===== config.mk =====
export PLATFORM = sky130hd
export DESIGN_NAME = lsd_top
export DESIGN_NICKNAME = d
export VERILOG_FILES = /design/src/design/lsd_pkg.sv /design/src/design/lsd_scan_if.sv /design/src/design/lsd_scan.sv /design/src/design/lsd_top.sv
export SDC_FILE = /design/constraint.sdc
export NUM_CORES = 1
export LEC_CHECK = 0
export BUFFER_PORTS_ARGS = -buffer_cell sky130_fd_sc_hd__buf_4
export CAP_MARGIN = 20
export CELL_PAD_IN_SITES_DETAIL_PLACEMENT = 0
export CELL_PAD_IN_SITES_GLOBAL_PLACEMENT = 1
export CORE_MARGIN = 2
export CORE_UTILIZATION = 52
export CTS_CLUSTER_DIAMETER = 100
export DETAILED_ROUTE_END_ITERATION = 10
export GPL_ROUTABILITY_DRIVEN = 0
export PLACE_DENSITY_LB_ADDON = 0.1
export SLEW_MARGIN = 25
export SYNTH_ARGS = -nofsm -noshare
export SYNTH_HDL_FRONTEND = slang
export SYNTH_SLANG_ARGS = --single-unit

===== constraint.sdc =====
create_clock -name sys_clk -period 5 [get_ports sys_clk]
set_input_delay 0.25 -clock sys_clk [delete_from_list [all_inputs] [get_ports sys_clk]]
set_output_delay 0.25 -clock sys_clk [all_outputs]
set_load 0.03 [all_outputs]

===== src/design/lsd_pkg.sv =====
// Package with the constants, register map and level codes of the segment LCD driver.
package lsd_pkg;
	localparam int ADDR_W = 8;
	localparam int DATA_W = 32;
	localparam int DIV_W = 16;
	localparam int NUM_COM = 8;
	localparam int NUM_SEG = 24;
	localparam int SEG_E_MAX = 20;
	localparam int MEM_DEPTH = 20;
	localparam int LV_W = 3;
	// Own registers sit at byte addresses; display memory is index times four.
	localparam logic [ADDR_W-1:0] REG_CTRL = 8'h00;
	localparam logic [ADDR_W-1:0] REG_DIV = 8'h04;
	localparam logic [ADDR_W-1:0] REG_STAT = 8'h08;
	localparam logic [ADDR_W-1:0] MEM_FIRST_IDX = 8'h20;
	localparam logic [ADDR_W-1:0] MEM_LAST_Q_IDX = 8'h2B;
	localparam logic [ADDR_W-1:0] MEM_LAST_E_IDX = 8'h33;
	localparam int CTRL_LADDER = 0;
	localparam int CTRL_BRIT_LO = 1;
	localparam int CTRL_BRIT_HI = 3;
	localparam int CTRL_MODE_LO = 4;
	localparam int CTRL_MODE_HI = 5;
	localparam int CTRL_SRC = 6;
	localparam int CTRL_W = 7;
	localparam int STAT_POL = 3;
	localparam logic [CTRL_W-1:0] CTRL_RST = 7'h00;
	localparam logic [DIV_W-1:0] DIV_RST = 16'h0100;
	localparam logic [1:0] MODE_STATIC = 2'h0;
	localparam logic [1:0] MODE_Q_HALF = 2'h1;
	localparam logic [1:0] MODE_Q_THIRD = 2'h2;
	localparam logic [1:0] MODE_E_QUARTER = 2'h3;
	localparam logic [2:0] LAST_COM_STATIC = 3'h0;
	localparam logic [2:0] LAST_COM_Q = 3'h3;
	localparam logic [2:0] LAST_COM_E = 3'h7;
	localparam int NIB_W = 4;
	// Level codes in ascending voltage; mirroring a code is LV_FULL minus it.
	localparam logic [LV_W-1:0] LV_ZERO = 3'h0;
	localparam logic [LV_W-1:0] LV_QUARTER = 3'h1;
	localparam logic [LV_W-1:0] LV_THIRD = 3'h2;
	localparam logic [LV_W-1:0] LV_HALF = 3'h3;
	localparam logic [LV_W-1:0] LV_TWO_THIRD = 3'h4;
	localparam logic [LV_W-1:0] LV_THREE_QTR = 3'h5;
	localparam logic [LV_W-1:0] LV_FULL = 3'h6;
	localparam logic [DATA_W-1:0] RD_ZERO = 32'h0000_0000;
endpackage : lsd_pkg


===== src/design/lsd_scan_if.sv =====
// Interface carrying scan timing between the register side and the scan generator.
`timescale 1ns/10ps
interface lsd_scan_if;
	import lsd_pkg::*;
	logic src_sel;
	logic slow_rise;
	logic [DIV_W-1:0] reload;
	logic [2:0] last_com;
	logic scan_tick;
	logic [2:0] com_idx;
	logic frame_pol;
	modport ctl (output src_sel, output slow_rise, output reload, output last_com,
		input scan_tick, input com_idx, input frame_pol);
	modport gen (input src_sel, input slow_rise, input reload, input last_com,
		output scan_tick, output com_idx, output frame_pol);
endinterface : lsd_scan_if


===== src/design/lsd_scan.sv =====
// Scan generator: timer-2 style divider, common sequencing and frame polarity.
`timescale 1ns/10ps
module lsd_scan
	import lsd_pkg::*;
(
	input wire logic sys_clk, // System clock.
	input wire logic rst, // Synchronous reset, active high.
	lsd_scan_if.gen sif // Scan timing carrier.
);
	logic [DIV_W-1:0] div_cnt_r;
	logic src_tick;
	logic div_wrap;

	// The timer-2 path counts either every CPU clock or each slow clock rise.
	assign src_tick = sif.src_sel ? sif.slow_rise : 1'b1;
	assign div_wrap = src_tick && (div_cnt_r >= sif.reload);

	always_ff @(posedge sys_clk) begin
		if (rst) begin
			div_cnt_r <= '0;
		end else if (div_wrap) begin
			div_cnt_r <= '0;
		end else if (src_tick) begin
			div_cnt_r <= div_cnt_r + 1'b1;
		end
	end

	always_ff @(posedge sys_clk) begin
		if (rst) begin
			sif.scan_tick <= 1'b0;
		end else begin
			sif.scan_tick <= div_wrap;
		end
	end

	// A shortened common count after a mode change simply wraps at the next slot.
	always_ff @(posedge sys_clk) begin
		if (rst) begin
			sif.com_idx <= '0;
			sif.frame_pol <= 1'b0;
		end else if (div_wrap) begin
			if (sif.com_idx >= sif.last_com) begin
				sif.com_idx <= '0;
				sif.frame_pol <= ~sif.frame_pol;
			end else begin
				sif.com_idx <= sif.com_idx + 1'b1;
			end
		end
	end
endmodule : lsd_scan


===== src/design/lsd_top.sv =====
// Segment LCD driver top: Avalon-MM registers, display memory and level generation.
`timescale 1ns/10ps
module lsd_top
	import lsd_pkg::*;
(
	input wire logic sys_clk, // System clock, 100 MHz.
	input wire logic rst, // Synchronous reset, active high.
	input wire logic [ADDR_W-1:0] avs_address, // Byte address.
	input wire logic avs_read, // Read request.
	input wire logic avs_write, // Write request.
	input wire logic [DATA_W-1:0] avs_writedata, // Write data.
	input wire logic [3:0] avs_byteenable, // Byte lanes of a write.
	output logic [DATA_W-1:0] avs_readdata, // Read data.
	output logic avs_waitrequest, // Stall, high until the answer cycle.
	input wire logic slow_clk_in, // Slow clock pin, sampled.
	output logic ladder_enable, // Resistor ladder on.
	output logic [2:0] brightness_select, // Top voltage selection.
	output logic lcd_scan_clock, // One pulse per common slot.
	output logic [NUM_COM*LV_W-1:0] com_level, // Level code per common line.
	output logic [NUM_SEG*LV_W-1:0] seg_level // Level code per segment line.
);
	lsd_scan_if sif ();

	logic [CTRL_W-1:0] ctrl_r;
	logic [DIV_W-1:0] div_r;
	logic [7:0] mem_r [MEM_DEPTH];
	logic slow_s1_r;
	logic slow_s2_r;
	logic slow_s3_r;
	logic access;
	logic wr_fire;
	logic [ADDR_W-1:0] idx;
	logic [1:0] mode;
	logic [NUM_COM*LV_W-1:0] com_lv_nxt;
	logic [NUM_SEG*LV_W-1:0] seg_lv_nxt;

	assign mode = ctrl_r[CTRL_MODE_HI:CTRL_MODE_LO];
	// Display memory index is the word address.
	assign idx = {2'b00, avs_address[ADDR_W-1:2]};
	assign access = avs_read || avs_write;
	assign wr_fire = avs_write && !avs_waitrequest;

	// Memory reach depends on duty; locations beyond it are unmapped.
	function automatic logic mem_hit(input logic [ADDR_W-1:0] i, input logic [1:0] m);
		logic [ADDR_W-1:0] last;
		last = (m == MODE_E_QUARTER) ? MEM_LAST_E_IDX : MEM_LAST_Q_IDX;
		mem_hit = (i >= MEM_FIRST_IDX) && (i <= last);
	endfunction : mem_hit

	function automatic logic [4:0] mem_slot(input logic [ADDR_W-1:0] i);
		logic [ADDR_W-1:0] d;
		d = i - MEM_FIRST_IDX;
		mem_slot = d[4:0];
	endfunction : mem_slot

	function automatic logic [LV_W-1:0] mirror(input logic [LV_W-1:0] lv, input logic pol);
		mirror = pol ? LV_FULL - lv : lv;
	endfunction : mirror

	// Unselected common level sets the bias of each configuration.
	function automatic logic [LV_W-1:0] com_unsel(input logic [1:0] m);
		case (m)
			MODE_Q_HALF: com_unsel = LV_HALF;
			MODE_Q_THIRD: com_unsel = LV_THIRD;
			MODE_E_QUARTER: com_unsel = LV_QUARTER;
			default: com_unsel = LV_ZERO;
		endcase
	endfunction : com_unsel

	function automatic logic [LV_W-1:0] seg_off(input logic [1:0] m);
		case (m)
			MODE_Q_THIRD: seg_off = LV_TWO_THIRD;
			MODE_E_QUARTER: seg_off = LV_HALF;
			default: seg_off = LV_FULL;
		endcase
	endfunction : seg_off

	function automatic logic [2:0] last_com_of(input logic [1:0] m);
		case (m)
			MODE_STATIC: last_com_of = LAST_COM_STATIC;
			MODE_E_QUARTER: last_com_of = LAST_COM_E;
			default: last_com_of = LAST_COM_Q;
		endcase
	endfunction : last_com_of

	// Slow clock pin passes two flops before the edge detector looks at it.
	always_ff @(posedge sys_clk) begin
		if (rst) begin
			slow_s1_r <= 1'b0;
			slow_s2_r <= 1'b0;
			slow_s3_r <= 1'b0;
		end else begin
			slow_s1_r <= slow_clk_in;
			slow_s2_r <= slow_s1_r;
			slow_s3_r <= slow_s2_r;
		end
	end

	assign sif.slow_rise = slow_s2_r && !slow_s3_r;
	assign sif.src_sel = ctrl_r[CTRL_SRC];
	assign sif.reload = div_r;
	assign sif.last_com = last_com_of(mode);

	lsd_scan u_scan (
		.sys_clk (sys_clk),
		.rst (rst),
		.sif (sif)
	);

	// Every access waits one cycle; the fixed answer keeps the slave simple.
	always_ff @(posedge sys_clk) begin
		if (rst) begin
			avs_waitrequest <= 1'b1;
		end else if (access && avs_waitrequest) begin
			avs_waitrequest <= 1'b0;
		end else begin
			avs_waitrequest <= 1'b1;
		end
	end

	always_ff @(posedge sys_clk) begin
		if (rst) begin
			avs_readdata <= RD_ZERO;
		end else if (avs_read && avs_waitrequest) begin
			if (avs_address == REG_CTRL) begin
				avs_readdata <= {{(DATA_W-CTRL_W){1'b0}}, ctrl_r};
			end else if (avs_address == REG_DIV) begin
				avs_readdata <= {{(DATA_W-DIV_W){1'b0}}, div_r};
			end else if (avs_address == REG_STAT) begin
				avs_readdata <= {{(DATA_W-STAT_POL-1){1'b0}}, sif.frame_pol, sif.com_idx};
			end else if (avs_address[1:0] == 2'b00 && mem_hit(idx, mode)) begin
				avs_readdata <= {{(DATA_W-8){1'b0}}, mem_r[mem_slot(idx)]};
			end else begin
				avs_readdata <= RD_ZERO;
			end
		end
	end

	always_ff @(posedge sys_clk) begin
		if (rst) begin
			ctrl_r <= CTRL_RST;
		end else if (wr_fire && avs_address == REG_CTRL && avs_byteenable[0]) begin
			ctrl_r <= avs_writedata[CTRL_W-1:0];
		end
	end

	always_ff @(posedge sys_clk) begin
		if (rst) begin
			div_r <= DIV_RST;
		end else if (wr_fire && avs_address == REG_DIV) begin
			if (avs_byteenable[0]) begin
				div_r[7:0] <= avs_writedata[7:0];
			end
			if (avs_byteenable[1]) begin
				div_r[15:8] <= avs_writedata[15:8];
			end
		end
	end

	// Display memory powers up blank so the panel shows nothing until written.
	always_ff @(posedge sys_clk) begin
		if (rst) begin
			for (int i = 0; i < MEM_DEPTH; i++) begin
				mem_r[i] <= 8'h00;
			end
		end else if (wr_fire && avs_byteenable[0] && avs_address[1:0] == 2'b00
				&& mem_hit(idx, mode)) begin
			mem_r[mem_slot(idx)] <= avs_writedata[7:0];
		end
	end

	// Common levels: the selected line swings to a rail, the other used lines sit at bias, lines past the last common at zero.
	generate
		for (genvar c = 0; c < NUM_COM; c++) begin : g_com
			always_comb begin
				if (!ctrl_r[CTRL_LADDER]) begin
					com_lv_nxt[c*LV_W +: LV_W] = LV_ZERO;
				end else if (3'(c) > last_com_of(mode)) begin
					com_lv_nxt[c*LV_W +: LV_W] = LV_ZERO;
				end else if (3'(c) == sif.com_idx) begin
					com_lv_nxt[c*LV_W +: LV_W] = mirror(LV_FULL, sif.frame_pol);
				end else begin
					com_lv_nxt[c*LV_W +: LV_W] = mirror(com_unsel(mode), sif.frame_pol);
				end
			end
		end
	endgenerate

	// Segment data: eighth duty reads one byte per segment for segments below 20 (the rest read zero), static reads bit 0 for even segments only, else a nibble.
	generate
		for (genvar s = 0; s < NUM_SEG; s++) begin : g_seg
			logic on;
			logic [7:0] byte_q;
			logic [7:0] byte_e;
			if (s / 2 < MEM_DEPTH) begin : g_q
				assign byte_q = mem_r[s/2];
			end else begin : g_qz
				assign byte_q = 8'h00;
			end
			if (s < SEG_E_MAX) begin : g_e
				assign byte_e = mem_r[s];
			end else begin : g_ez
				assign byte_e = 8'h00;
			end
			always_comb begin
				case (mode)
					MODE_E_QUARTER: on = byte_e[sif.com_idx];
					MODE_STATIC: on = (s % 2 == 0) && byte_q[(s%2)*NIB_W];
					default: on = byte_q[(s%2)*NIB_W + int'(sif.com_idx[1:0])];
				endcase
			end
			always_comb begin
				if (!ctrl_r[CTRL_LADDER]) begin
					seg_lv_nxt[s*LV_W +: LV_W] = LV_ZERO;
				end else if (on) begin
					seg_lv_nxt[s*LV_W +: LV_W] = mirror(LV_ZERO, sif.frame_pol);
				end else begin
					seg_lv_nxt[s*LV_W +: LV_W] = mirror(seg_off(mode), sif.frame_pol);
				end
			end
		end
	endgenerate

	always_ff @(posedge sys_clk) begin
		if (rst) begin
			com_level <= '0;
			seg_level <= '0;
		end else begin
			com_level <= com_lv_nxt;
			seg_level <= seg_lv_nxt;
		end
	end

	// The ladder and brightness drive analog switches, so they come from flops.
	always_ff @(posedge sys_clk) begin
		if (rst) begin
			ladder_enable <= 1'b0;
			brightness_select <= 3'h0;
			lcd_scan_clock <= 1'b0;
		end else begin
			ladder_enable <= ctrl_r[CTRL_LADDER];
			brightness_select <= ctrl_r[CTRL_BRIT_HI:CTRL_BRIT_LO];
			lcd_scan_clock <= sif.scan_tick;
		end
	end
endmodule : lsd_top


# --- Word level (Yosys, flattened, before mapping) ---
# Memory sizes are Yosys's and may differ from the RTL's. A register that Yosys moved wholly into a read port is not among the register bits.
# Cells that the tools add are included.
classes:
  n_mux: 285
  n_eq_ne: 12
  n_div: 0
  bitwise_logic: 2
  mul: 0
  shifts: 0
  add_sub_neg: 36
  magnitude_cmp: 15
  reduce_logical: 34
op_table:
  columns: ["operator", "n"]
  rows:
  - ["$mux W3", 142]
  - ["$bmux W1 S3", 32]
  - ["$sub A3 B3 Y3 const A", 32]
  - ["$mux W1", 65]
  - ["$pmux W1 S2", 24]
  - ["$mux W16", 2]
  - ["$bmux W1 S2", 12]
  - ["$mux W8", 3]
  - ["$reduce_or A3 Y1", 8]
  - ["$add A16 B1 Y16 const B", 1]
  - ["$ge A16 B16 Y1", 1]
  - ["$logic_and A1 B1 Y1", 13]
  - ["$eq A3 B3 Y1 const A", 4]
  - ["$gt A3 B3 Y1 const A", 4]
  - ["$pmux W3 S2", 2]
  - ["$mux W5", 2]
  - ["$eq A8 B3 Y1 const B", 1]
  - ["$eq A8 B4 Y1 const B", 1]
  - ["$logic_not A8 Y1", 1]
  - ["$reduce_or A8 Y1", 1]
  - ["$eq A2 B3 Y1 const A", 2]
  - ["$ge A6 B6 Y1 const B", 1]
  - ["$gt A1 B3 Y1 const A", 2]
  - ["$gt A2 B3 Y1 const A", 2]
  - ["other kinds (19)", 26]
totals:
  memories: 2
  romBits: 8
  ramBits: 160
  elab_cells: 410
  latchBits: 0
  ff_bits: 181
memory_table:
  columns: ["name", "words", "word_bits", "read_ports", "rd_ports_with_merged_regs", "wr", "line_no", "text"]
  rows:
  - ["mem_r", 20, 8, 21, 0, 20, "lsd_top.sv:26", "logic [7:0] mem_r [MEM_DEPTH];"]
  - ["(no name shown)", 8, 1, 1, 1, 0, "lsd_top.sv:207", "MODE_E_QUARTER: on = byte_e[sif.com_idx];"]

# --- Longest topological paths before layout ---
# Gate-level depths: netlist (run 1).
depth:
  depth_word: 10
  mapped_depth: 11
  mapped_depth_nobuf: 10

# --- Hierarchy ---
# A second synthesis (run 1) with hierarchy kept.
unflattened:
  cells_unflattened: 1566
  hier_area_um2: 19637.6
by_module_without_submodules:
  columns: ["mod", "seq_area_each_um2", "cells_each", "instances", "area_each_um2"]
  rows:
  - ["lsd_top", 10570.1, 1391, 1, 18142.4]
  - ["lsd_scan", 420.4, 175, 1, 1495.2]

# --- Worst setup path before layout (run 1) ---
# Ideal clock, no wire load.
synth_timing:
  path_kind: "reg-to-reg"
  startpoint: "reg ctrl_r[5]"
  endpoint: "mem mem_r[18][0] (enable)"
  stages_incl_launch_ff: 10
  setup_ps: 374
  synth_period_minus_slack_ps: 3096
  t_arrival_ps: 2722
  path_slack_ps: 1904
  path_cell_list: "dfxtp_1 > ha_1 > inv_1 > ha_1 > a41o_1 > o21ai_1 > o2111ai_2 > or4b_4 > buf_2 > o21ai_1"
synth_rtl:
  columns: ["item", "line_no", "text"]
  rows:
  - ["start, declared", "lsd_top.sv:24", "logic [CTRL_W-1:0] ctrl_r;"]
  - ["start signal, assigned", "lsd_top.sv:143", "ctrl_r <= avs_writedata[CTRL_W-1:0];"]
  - ["end, declared", "lsd_top.sv:26", null]

==> results of run 1 <==
## where the power goes
part / internal [mW] / switching [mW] / leakage, nW
combinational: 0.135 / 0.264 / 3.83
sequential: 3.72 / 0.0361 / 3.84
clock: 1.88 / 1.31 / 0.699
## critical path, cell delays in order (launching register included)
cell and delay [ns]:
dfxtp_1 0.48, ha_1 0.30, inv_1 0.09, ha_1 0.31, a41o_1 0.21, o21ai_1 0.09, o2111ai_2 0.32, or4_1 0.99
nor2_1 0.75
## placed cells by master (no fill, tap or decap), types with 13 or more instances in the layout
master     instances
nand3_1           24
a22oi_1           22
mux2_2            23
nor2_1           154
o21ai_1           36
o21ai_0           38
a21oi_1           51
inv_1             31
mux2i_1           85
dfxtp_1          163
mux4_2            79
o22ai_1           23
buf_4            158
nor3_1            16
ha_1              34
edfxtp_1         256
clkbuf_16         45
nor2b_1           21
and2_1           163
conb_1            16
a211oi_1          13
nand2_1          103
## path summary, 6_finish.rpt
check             depth (start not counted)              to                  from  slack (ns)
setup / recovery                          8    mem_r[27][6]             ctrl_r[5]        1.09
hold / removal                            2        div_r[9]                   rst        0.16
setup reg to reg                          8    mem_r[27][6]             ctrl_r[5]        1.09
hold reg to reg                           1  lcd_scan_clock  u_scan.sif.scan_tick        0.44
## final cells by class
cell class / count / area [sq um] / area share [%]
Clock buffer: 51 / 1180 / 5.35
Inverter: 36 / 135 / 0.613
Clock inverter: 24 / 216 / 0.982
Multi-Input combinational cell: 1009 / 7610 / 34.5
Tap cell: 468 / 586 / 2.66
Antenna cell: 1 / 2.50 / 0.0114
Timing Repair Buffer: 170 / 1320 / 5.97
Sequential cell: 421 / 11000 / 49.9
## metal layers
layer / share of wire [%] / track usage [%] / vias up
met3: 8.1 / 5.11 / 101
met5: 0 / 0 / -
met2: 46 / 42.0 / 536
li1: - / - / 5899
met1: 43 / 37.6 / 6296
met4: 3.7 / 11.8 / 0
## cells by family (layout without fill, tap and decap cells)
logic type | count (synthesis) | in the layout | share of synthesized area, %
AND/OR/NAND/NOR | 535 | 535 | 14.2
flip-flops | 421 | 421 | 57.2
AO/OA/AOI/OAI | 220 | 220 | 7.02
multiplexers | 187 | 187 | 15.0
buffers and inverters | 149 | 281 | 3.52
adder cells (fa/ha/maj) | 34 | 34 | 2.21
XOR/XNOR | 17 | 17 | 0.775
other | 1 | 17 | 0.0195
## flip-flops by register name, summed over array words and instances, names as in the netlist, 3 cells and up
signal	count
mem_r	256
brightness_select	3
avs_readdata	16
u_scan.sif.com_idx	3
seg_level	72
ctrl_r	7
div_r	16
u_scan.div_cnt_r	16
com_level	24
==> qor.csv, run 1 <==
metric,value,unit
Die X-Extent,196,microns
Routed Antenna Nets,0,
PortBufs,148,
core area,36500,sq um
largest net degree at the start of global routing,90,
#FFs+latches synth,421,
final setup TNS,0,ns
Residual DRC,0,
Post-CTS Resized,0,
final worst slack,1.09,ns
LEAKAGE,8.38,nW
CTS root buffer,clkbuf_16,
ys async rst share,0,%
TritonCTS clock tree,done,
Layout Skew,0.00876,ns
layout cells sized above 1,20.5,%
# rows,70,
"count leader, synth",edfxtp_1,
Worst-Margin Slew,0.974,ns
Total Die Area,38500,sq um
Yosys top cell by area,edfxtp_1,
Max Slew Vio Count,0,
first-pass GRT wire length,77200,microns
predominant post-synthesis flop cell,edfxtp_1,
Post-Place Cell Area,20500,sq um
"Distinct cells, synth",64,
# fillers,2968,
initial antenna violation count,1,
design area,22000,sq um
Inserted Clock Buffers,43,
Crit. End Element,flip-flop,
Max IR drop VDD,0.280,mV
share of the synthesized area in the top cell type,40.0,%
vias in the first global route,12400,
hold slack final,0.158,ns
Sink Count,421,
post-layout minimum cycle time,3.91,ns
syn avg cell area,12.3,sq um
Overall Global Routing Usage,27.1,%
final setup vio count,0,
WL/cell,23.7,microns
H-tree levels,2,
Post-synth top cells,"edfxtp_1 (256), dfxtp_1 (165), and2_1 (163)",
clk_lat worst skew,0.57,ns
final non-filler cell total,2180,
Synth area leaders,"edfxtp_1 (40%), dfxtp_1 (17%), mux4_2 (9.3%)",
Worst-path clk slew,0.06,ns
worst path required time,5.19,ns
initial core utilization,52.6,%
Post-Route WL,51800,microns
critical path peak fanout,13,
Max transition margin,33.4,%
Via Count,12800,
register area share after synthesis,57.2,%
DR pass1 iterations,6,
post-route core utilization,60.3,%
Post-synth EDFFs,256,
post-route total power,7.35,mW
Mapped Cells,1564,
Layout area overhead,14.7,%
Congestion Overflow GR,0,
DPL Wire Length,35100,microns
status,finished clean,
worst path arrival time,4.11,ns
pre-CTS setup slack,1.07,ns
Layout Nets,1764,
max_cap viols,0,
worst setup path category,flip-flop to flip-flop,
fmax,0.256,GHz
Max clock buf depth,3,
YS warnings,0,
Hold Crit Class,primary input to flip-flop,
DR vias/cell,5.89,
RSZ-0062 raised after global routing,false,
hold_buf cts,11,
post-CTS setup buffer count,0,
Pwr Density,334,nW/um^2
Initial DRC Count,994,
Critical Path Source Type,flip-flop,
Final period util,78.3,%
# placed instances,2093,
"Hold Vio Cnt, Final",0,
Ports,183,
Mapped Area,19200,sq um
Die Ht,196,microns
Power figures use the tool's default switching activity.
==> inputs of run 2 (changes only) <==
--- a/config.mk
+++ b/config.mk
@@ -10,7 +10,7 @@
 export CELL_PAD_IN_SITES_DETAIL_PLACEMENT = 0
 export CELL_PAD_IN_SITES_GLOBAL_PLACEMENT = 1
 export CORE_MARGIN = 2
-export CORE_UTILIZATION = 52
+export CORE_UTILIZATION = 44
 export CTS_CLUSTER_DIAMETER = 100
 export DETAILED_ROUTE_END_ITERATION = 10
 export GPL_ROUTABILITY_DRIVEN = 0
==> constraint.sdc (replaced) <==
create_clock -name sys_clk -period 3.3 [get_ports sys_clk]
set_input_delay 0.165 -clock sys_clk [delete_from_list [all_inputs] [get_ports sys_clk]]
set_output_delay 0.165 -clock sys_clk [all_outputs]
set_load 0.03 [all_outputs]
==> run 2 against run 1 <==
Net effect:
- sequential share of layout area down 1.8 points
- register-to-register slack worse by 0.86 ns
- count of clock-buffer cells in the layout up 13
- global-route usage down 2.8 points
- critical endpoint is now mem_r[3][2]
- highest routed layer unchanged
==> qor.csv, run 2 (same netlist as run 1, synthesis figures left out) <==
metric,value,unit,change
sw frac,21.6,%,-0.38 points
final setup TNS,0,ns,unchanged
most frequent cells in the layout,"edfxtp_1 (256), buf_4 (214), and2_1 (163), dfxtp_1 (163), nor2_1 (154)",,
Critical Path Source Type,flip-flop,,
post-layout minimum cycle time,3.07,ns,-0.844 ns
Ant. Diodes,0,,-1
Max IR drop VDD,0.401,mV,+43%
first-pass GRT wire length,80400,microns,+4.2%
worst setup path category,flip-flop to flip-flop,,
LEAKAGE,8.78,nW,+4.8%
status,finished clean,,
Pwr Density,515,nW/um^2,+54%
Max clock buf depth,3,,unchanged
post-route core utilization,53.1,%,-7.2 points
Sink Count,421,,unchanged
vias in the first global route,12600,,+1.9%
initial core utilization,44.6,%,-8.0 points
final setup vio count,0,,unchanged
Routed Antenna Nets,0,,unchanged
Residual DRC,0,,unchanged
DR pass1 iterations,5,,-1
initial antenna violation count,0,,-1
Die X-Extent,213,microns,+8.5%
CTS root buffer,clkbuf_16,,
Max transition margin,31.2,%,-2.1 points
Post-Route WL,54700,microns,+5.6%
# rows,76,,+8.6%
Die Ht,213,microns,+8.5%
combinational share of power,5.5,%,about the same
critical path peak fanout,9,,-4
PortBufs,148,,unchanged
WHS Endpoint,avs_readdata[4],,
min-delay src,avs_read,,
R2R Path End,mem_r[3][2],,
design area,22900,sq um,+3.8%
H-tree levels,2,,unchanged
max_cap viols,0,,unchanged
Layout area overhead,19.1,%,
Initial DRC Count,932,,-6.2%
clk_lat worst skew,0.58,ns,about the same
Total Die Area,45400,sq um,+18%
Final period util,93.0,%,+15 points
reg2reg path depth,10,,+2
Worst-Margin Slew,1.01,ns,+0.0312 ns
RSZ-0062 raised after global routing,false,,
DR vias/cell,5.42,,-7.9%
FF-to-FF Start,ctrl_r[4],,
reg-to-reg setup timing slack,0.23,ns,-0.86 ns
# fillers,3746,,+26%
Seq pwr share,48.3,%,-2.8 points
P_sw,2.54,mW,+57%
"most common cell after layout, fill and taps aside",edfxtp_1,,
"Hold Vio Cnt, Final",0,,unchanged
Crit. End Element,flip-flop,,
Reg with most FFs,mem_r,,
TritonCTS clock tree,done,,
Ports,183,,unchanged
Via Count,12800,,-0.12%
worst path arrival time,3.51,ns,-0.60 ns
P_int,9.24,mW,+61%
Post-CTS Resized,0,,unchanged
Max Slew Vio Count,0,,unchanged
max FFs per register,256,,unchanged
clock share of power,46.2,%,+2.8 points
DPL Wire Length,37700,microns,+7.5%
hold-critical path depth,4,,+2
fmax,0.326,GHz,+27%
Layout Skew,0.0209,ns,+0.0121 ns
Layout Nets,1826,,+3.5%
largest net degree at the start of global routing,67,,-26%
Worst-path clk slew,0.06,ns,about the same
WL/cell,23.1,microns,-2.7%
biggest regs,"mem_r: 256 flops, seg_level: 72 flops, com_level: 24 flops",,
layout cells sized above 1,23.3,%,+2.9 points
Post-Place Cell Area,21100,sq um,+3.0%
Congestion Overflow GR,0,,unchanged
core area,43100,sq um,+18%
Hold Crit Class,primary input to flip-flop,,
Inserted Clock Buffers,46,,+7.0%
worst path required time,3.74,ns,-1.45 ns
Overall Global Routing Usage,24.3,%,-2.8 points
==> run 2: cell type report <==
type,instances,area (sq um),area share [%]
clock buffers,64,1380,6.01
well taps,585,732,3.20
clock inverters,21,250,1.09
inverters,36,135,0.590
repair buffers,229,1790,7.81
multi-input cells,1009,7610,33.3
flip-flops and latches,421,11000,48.0
==> run 2: power groups by stage <==
stage / Combinational, mW / Sequential, mW / Clock (mW)
floorplan: 0.385 / 5.78 / 0
global placement: 0.629 / 5.80 / 0
detailed placement: 0.631 / 5.80 / 0
CTS: 0.644 / 5.69 / 5.55
global route: 0.680 / 5.69 / 5.74
finish: 0.642 / 5.69 / 5.44
==> run 2: repair_timing <==
item                                    in CTS  in global routing
hold endpoints to repair                    11                  0
hold buffers                                12                  0
setup buffers                                0                  0
endpoints found under the setup margin       0                  0
==> run 2: worst max path at each step <==
stage                     startpoint           end  slack [ns]  cells after the start
after floorplan            ctrl_r[5]  mem_r[18][0]        0.20                      9
after global placement     ctrl_r[4]   mem_r[3][4]        0.39                     10
after detailed placement   ctrl_r[4]   mem_r[3][4]        0.32                     10
after CTS                  ctrl_r[4]   mem_r[3][1]        0.29                     10
after global routing       ctrl_r[5]   mem_r[3][7]        0.06                     10
final                      ctrl_r[4]   mem_r[3][2]        0.23                     10
==> run 2: worst max-delay path: stages (launching register included) <==
cell and delay (ns):
dfxtp_1 0.34, ha_1 0.17, inv_1 0.06, ha_1 0.30, a41o_1 0.21, o21ai_1 0.09, o2111ai_2 0.28, or4_1 0.59
buf_4 0.23, nor2_1 0.46, and2_1 0.20
==> run 2: through the flow <==
step / total power, mW / worst slack (ns) / instances / hold slack (ns)
3_3_place_gp: 6.43 / 0.385 / 2268 / 0.382
2_1_floorplan: 6.16 / 0.204 / 1579 / 0.264
5_1_grt: 12.1 / 0.0580 / 2365 / 0.0824
3_5_place_dp: 6.43 / 0.315 / 2268 / 0.387
4_1_cts: 11.9 / 0.291 / 2365 / 0.0568
6_report: 11.8 / 0.230 / 2365 / 0.0883
==> run 2: metal layers <==
layer | vias up | wire, microns | global-route usage, %
met4 | 0 | 1420 | 7.86
met2 | 416 | 26100 | 40.1
met5 | - | 0 | 0
met1 | 6282 | 24100 | 33.5
li1 | 6036 | - | -
met3 | 83 | 3050 | 3.02
==> inputs of run 3 (changes only) <==
--- a/config.mk
+++ b/config.mk
@@ -10,11 +10,13 @@
 export CELL_PAD_IN_SITES_DETAIL_PLACEMENT = 0
 export CELL_PAD_IN_SITES_GLOBAL_PLACEMENT = 1
 export CORE_MARGIN = 2
-export CORE_UTILIZATION = 44
+export CORE_UTILIZATION = 45
+export CTS_BUF_LIST = sky130_fd_sc_hd__clkbuf_8
 export CTS_CLUSTER_DIAMETER = 100
 export DETAILED_ROUTE_END_ITERATION = 10
 export GPL_ROUTABILITY_DRIVEN = 0
 export PLACE_DENSITY_LB_ADDON = 0.1
+export SETUP_SLACK_MARGIN = 0.3
 export SLEW_MARGIN = 25
 export SYNTH_ARGS = -nofsm -noshare
 export SYNTH_HDL_FRONTEND = slang
==> run 3 against run 2 <==
Net effect:
- critical path depth fell by 2
- sequential cell count did not move
- sequential share of layout area barely moved
- final cell count barely moved
- clock power fell by 12%
- combinational power rose by 2%
- largest power group unchanged
- final area barely moved
- global-route usage rose by 0.99 points
- clock skew rose by 0.016 ns
- sequential power barely moved
==> qor.csv, run 3 (same netlist as run 1, synthesis figures left out) <==
metric,value,unit,change
final non-filler cell total,2363,,-0.085%
Final period util,89.7,%,-3.4 points
Initial DRC Count,1103,,+18%
worst path required time,3.57,ns,-0.17 ns
Residual DRC,0,,unchanged
layout cells sized above 1,25.1,%,+1.8 points
reg-to-reg setup timing slack,0.34,ns,+0.11 ns
Max Slew Vio Count,0,,unchanged
crit path from,ctrl_r[4],,
"most common cell after layout, fill and taps aside",edfxtp_1,,
Max clock buf depth,3,,unchanged
RSZ-0062 raised after global routing,true,,
CTS root buffer,clkbuf_8,,
Layout Nets,1852,,+1.4%
Via Count,13100,,+2.4%
Total Die Area,44400,sq um,-2.2%
reg2reg path depth,8,,-2
DR vias/cell,5.55,,+2.5%
post-layout minimum cycle time,2.96,ns,-0.111 ns
Hold Crit Class,primary input to flip-flop,,
Max transition margin,36.7,%,+5.4 points
Worst-path clk slew,0.06,ns,about the same
initial antenna violation count,0,,unchanged
DPL Wire Length,38000,microns,+0.72%
Die X-Extent,211,microns,-1.1%
design area,22900,sq um,about the same
vias in the first global route,13000,,+3.3%
Routed Antenna Nets,0,,unchanged
Inserted Clock Buffers,72,,+57%
TritonCTS clock tree,done,,
fmax,0.338,GHz,+3.8%
cell mode on critical path,ha_1,,
H-tree levels,3,,+1
biggest regs,"mem_r: 256 flops, seg_level: 72 flops, com_level: 24 flops",,
crit path buf inv count,1,,-1
# placed instances,2212,,-2.5%
worst setup path category,flip-flop to flip-flop,,
CP peak stage delay,0.72,ns,+0.13 ns
hold-critical path depth,1,,-3
hold slack final,0.0327,ns,-0.0556 ns
Ant. Diodes,0,,unchanged
critical path peak fanout,13,,+4
most frequent cells in the layout,"edfxtp_1 (256), buf_4 (204), and2_1 (163), dfxtp_1 (163), nor2_1 (139)",,
Pwr Density,486,nW/um^2,-5.6%
Max IR drop VDD,0.386,mV,-3.7%
status,finished clean,,
"Hold Vio Cnt, Final",0,,unchanged
FF-to-FF Start,ctrl_r[4],,
Critical Path Source Type,flip-flop,,
# rows,75,,-1.3%
R2R Path End,mem_r[17][3],,
PortBufs,148,,unchanged
final setup vio count,0,,unchanged
largest net degree at the start of global routing,39,,-42%
WHS Endpoint,mem_r[26][3],,
worst path arrival time,3.23,ns,-0.28 ns
Sink Count,421,,unchanged
Die Ht,211,microns,-1.1%
DR pass1 iterations,6,,+1
Crit. End Element,flip-flop,,
Overall Global Routing Usage,25.3,%,+0.99 points
final setup TNS,0,ns,unchanged
Critical Path Slowest Stage Cell,or4_4,,
Post-Route WL,55800,microns,+2.0%
Congestion Overflow GR,0,,unchanged
WL/cell,23.6,microns,+2.1%
LEAKAGE,8.85,nW,+0.77%
Post-Place Cell Area,21100,sq um,-0.33%
max FFs per register,256,,unchanged
initial core utilization,45.7,%,+1.1 points
min-delay src,avs_writedata[3],,
Crit. path cell count,8,,-2
Worst-Margin Slew,0.947,ns,-0.0580 ns
Reg with most FFs,mem_r,,
crit path cell chain,"ha_1, inv_1, ha_1, a41o_1, o21ai_1, o2111ai_2, or4_4, o21ai_2",,
Layout area overhead,19.1,%,about the same
max_cap viols,0,,unchanged
first-pass GRT wire length,82500,microns,+2.5%
Ports,183,,unchanged
post-route core utilization,54.4,%,+1.3 points
clk_lat worst skew,0.64,ns,+0.06 ns
Crit path max-delay family,compound AO/OA/AOI/OAI gates,,
core area,42000,sq um,-2.4%
Layout Skew,0.0367,ns,+0.0159 ns
## run 3: changes by cell type in the layout (fill, tap and decap cells not counted), sizes merged
cell	change
buf	-8
clkbuf	+15
clkinv	+8
clkinvlp	+1
dlygate4sd3	+8
inv	+20
## run 3: worst max-delay path by stage
stage                    to
2_1_floorplan  mem_r[18][0]
3_3_place_gp   mem_r[28][6]
3_5_place_dp    mem_r[0][5]
4_1_cts        mem_r[28][3]
5_1_grt        mem_r[17][1]
6_report       mem_r[17][3]
## run 3: final cells by class
class | instances | area (sq um)
Tap cell | 539 | 674
Inverter | 36 | 135
Multi-Input combinational cell | 1009 | 7800
Fill cell | 3661 | 19200
Clock inverter | 50 | 367
Sequential cell | 421 | 11000
Timing Repair Buffer | 229 | 1830
Clock buffer | 79 | 1090
## run 3: per-stage QoR
| step | worst slack (ns) | power, mW |
|---|---|---|
| after floorplan | 0.204 | 6.17 |
| after global placement | 0.323 | 6.43 |
| after detailed placement | 0.267 | 6.43 |
| after CTS | 0.266 | 11.2 |
| after global routing | 0.254 | 11.5 |
| final | 0.341 | 11.1 |
## run 3: report_power, final
part | internal, mW | switching (mW)
clock network | 2.67 | 2.10
registers | 5.64 | 0.0529
logic | 0.227 | 0.427
total | 8.54 | 2.58
## run 3: routing by layer
layer	track usage (%)	up-vias	share of wire (%)
li1	-	6098	-
met1	35.1	6481	44
met2	40.2	459	47
met3	4.55	86	6.2
met4	8.91	0	2.6
met5	0	-	0
## run 3: repair_timing
| action | CTS | global route |
|---|---|---|
| buffers inserted | 0 | 2 |
| hold endpoints to repair | 25 | 0 |
| gates resized for setup | 4 | 19 |
| hold buffers | 20 | 0 |
| pin swaps | 0 | 2 |
| gates cloned | 0 | 0 |
| setup endpoints to repair | 66 | 225 |
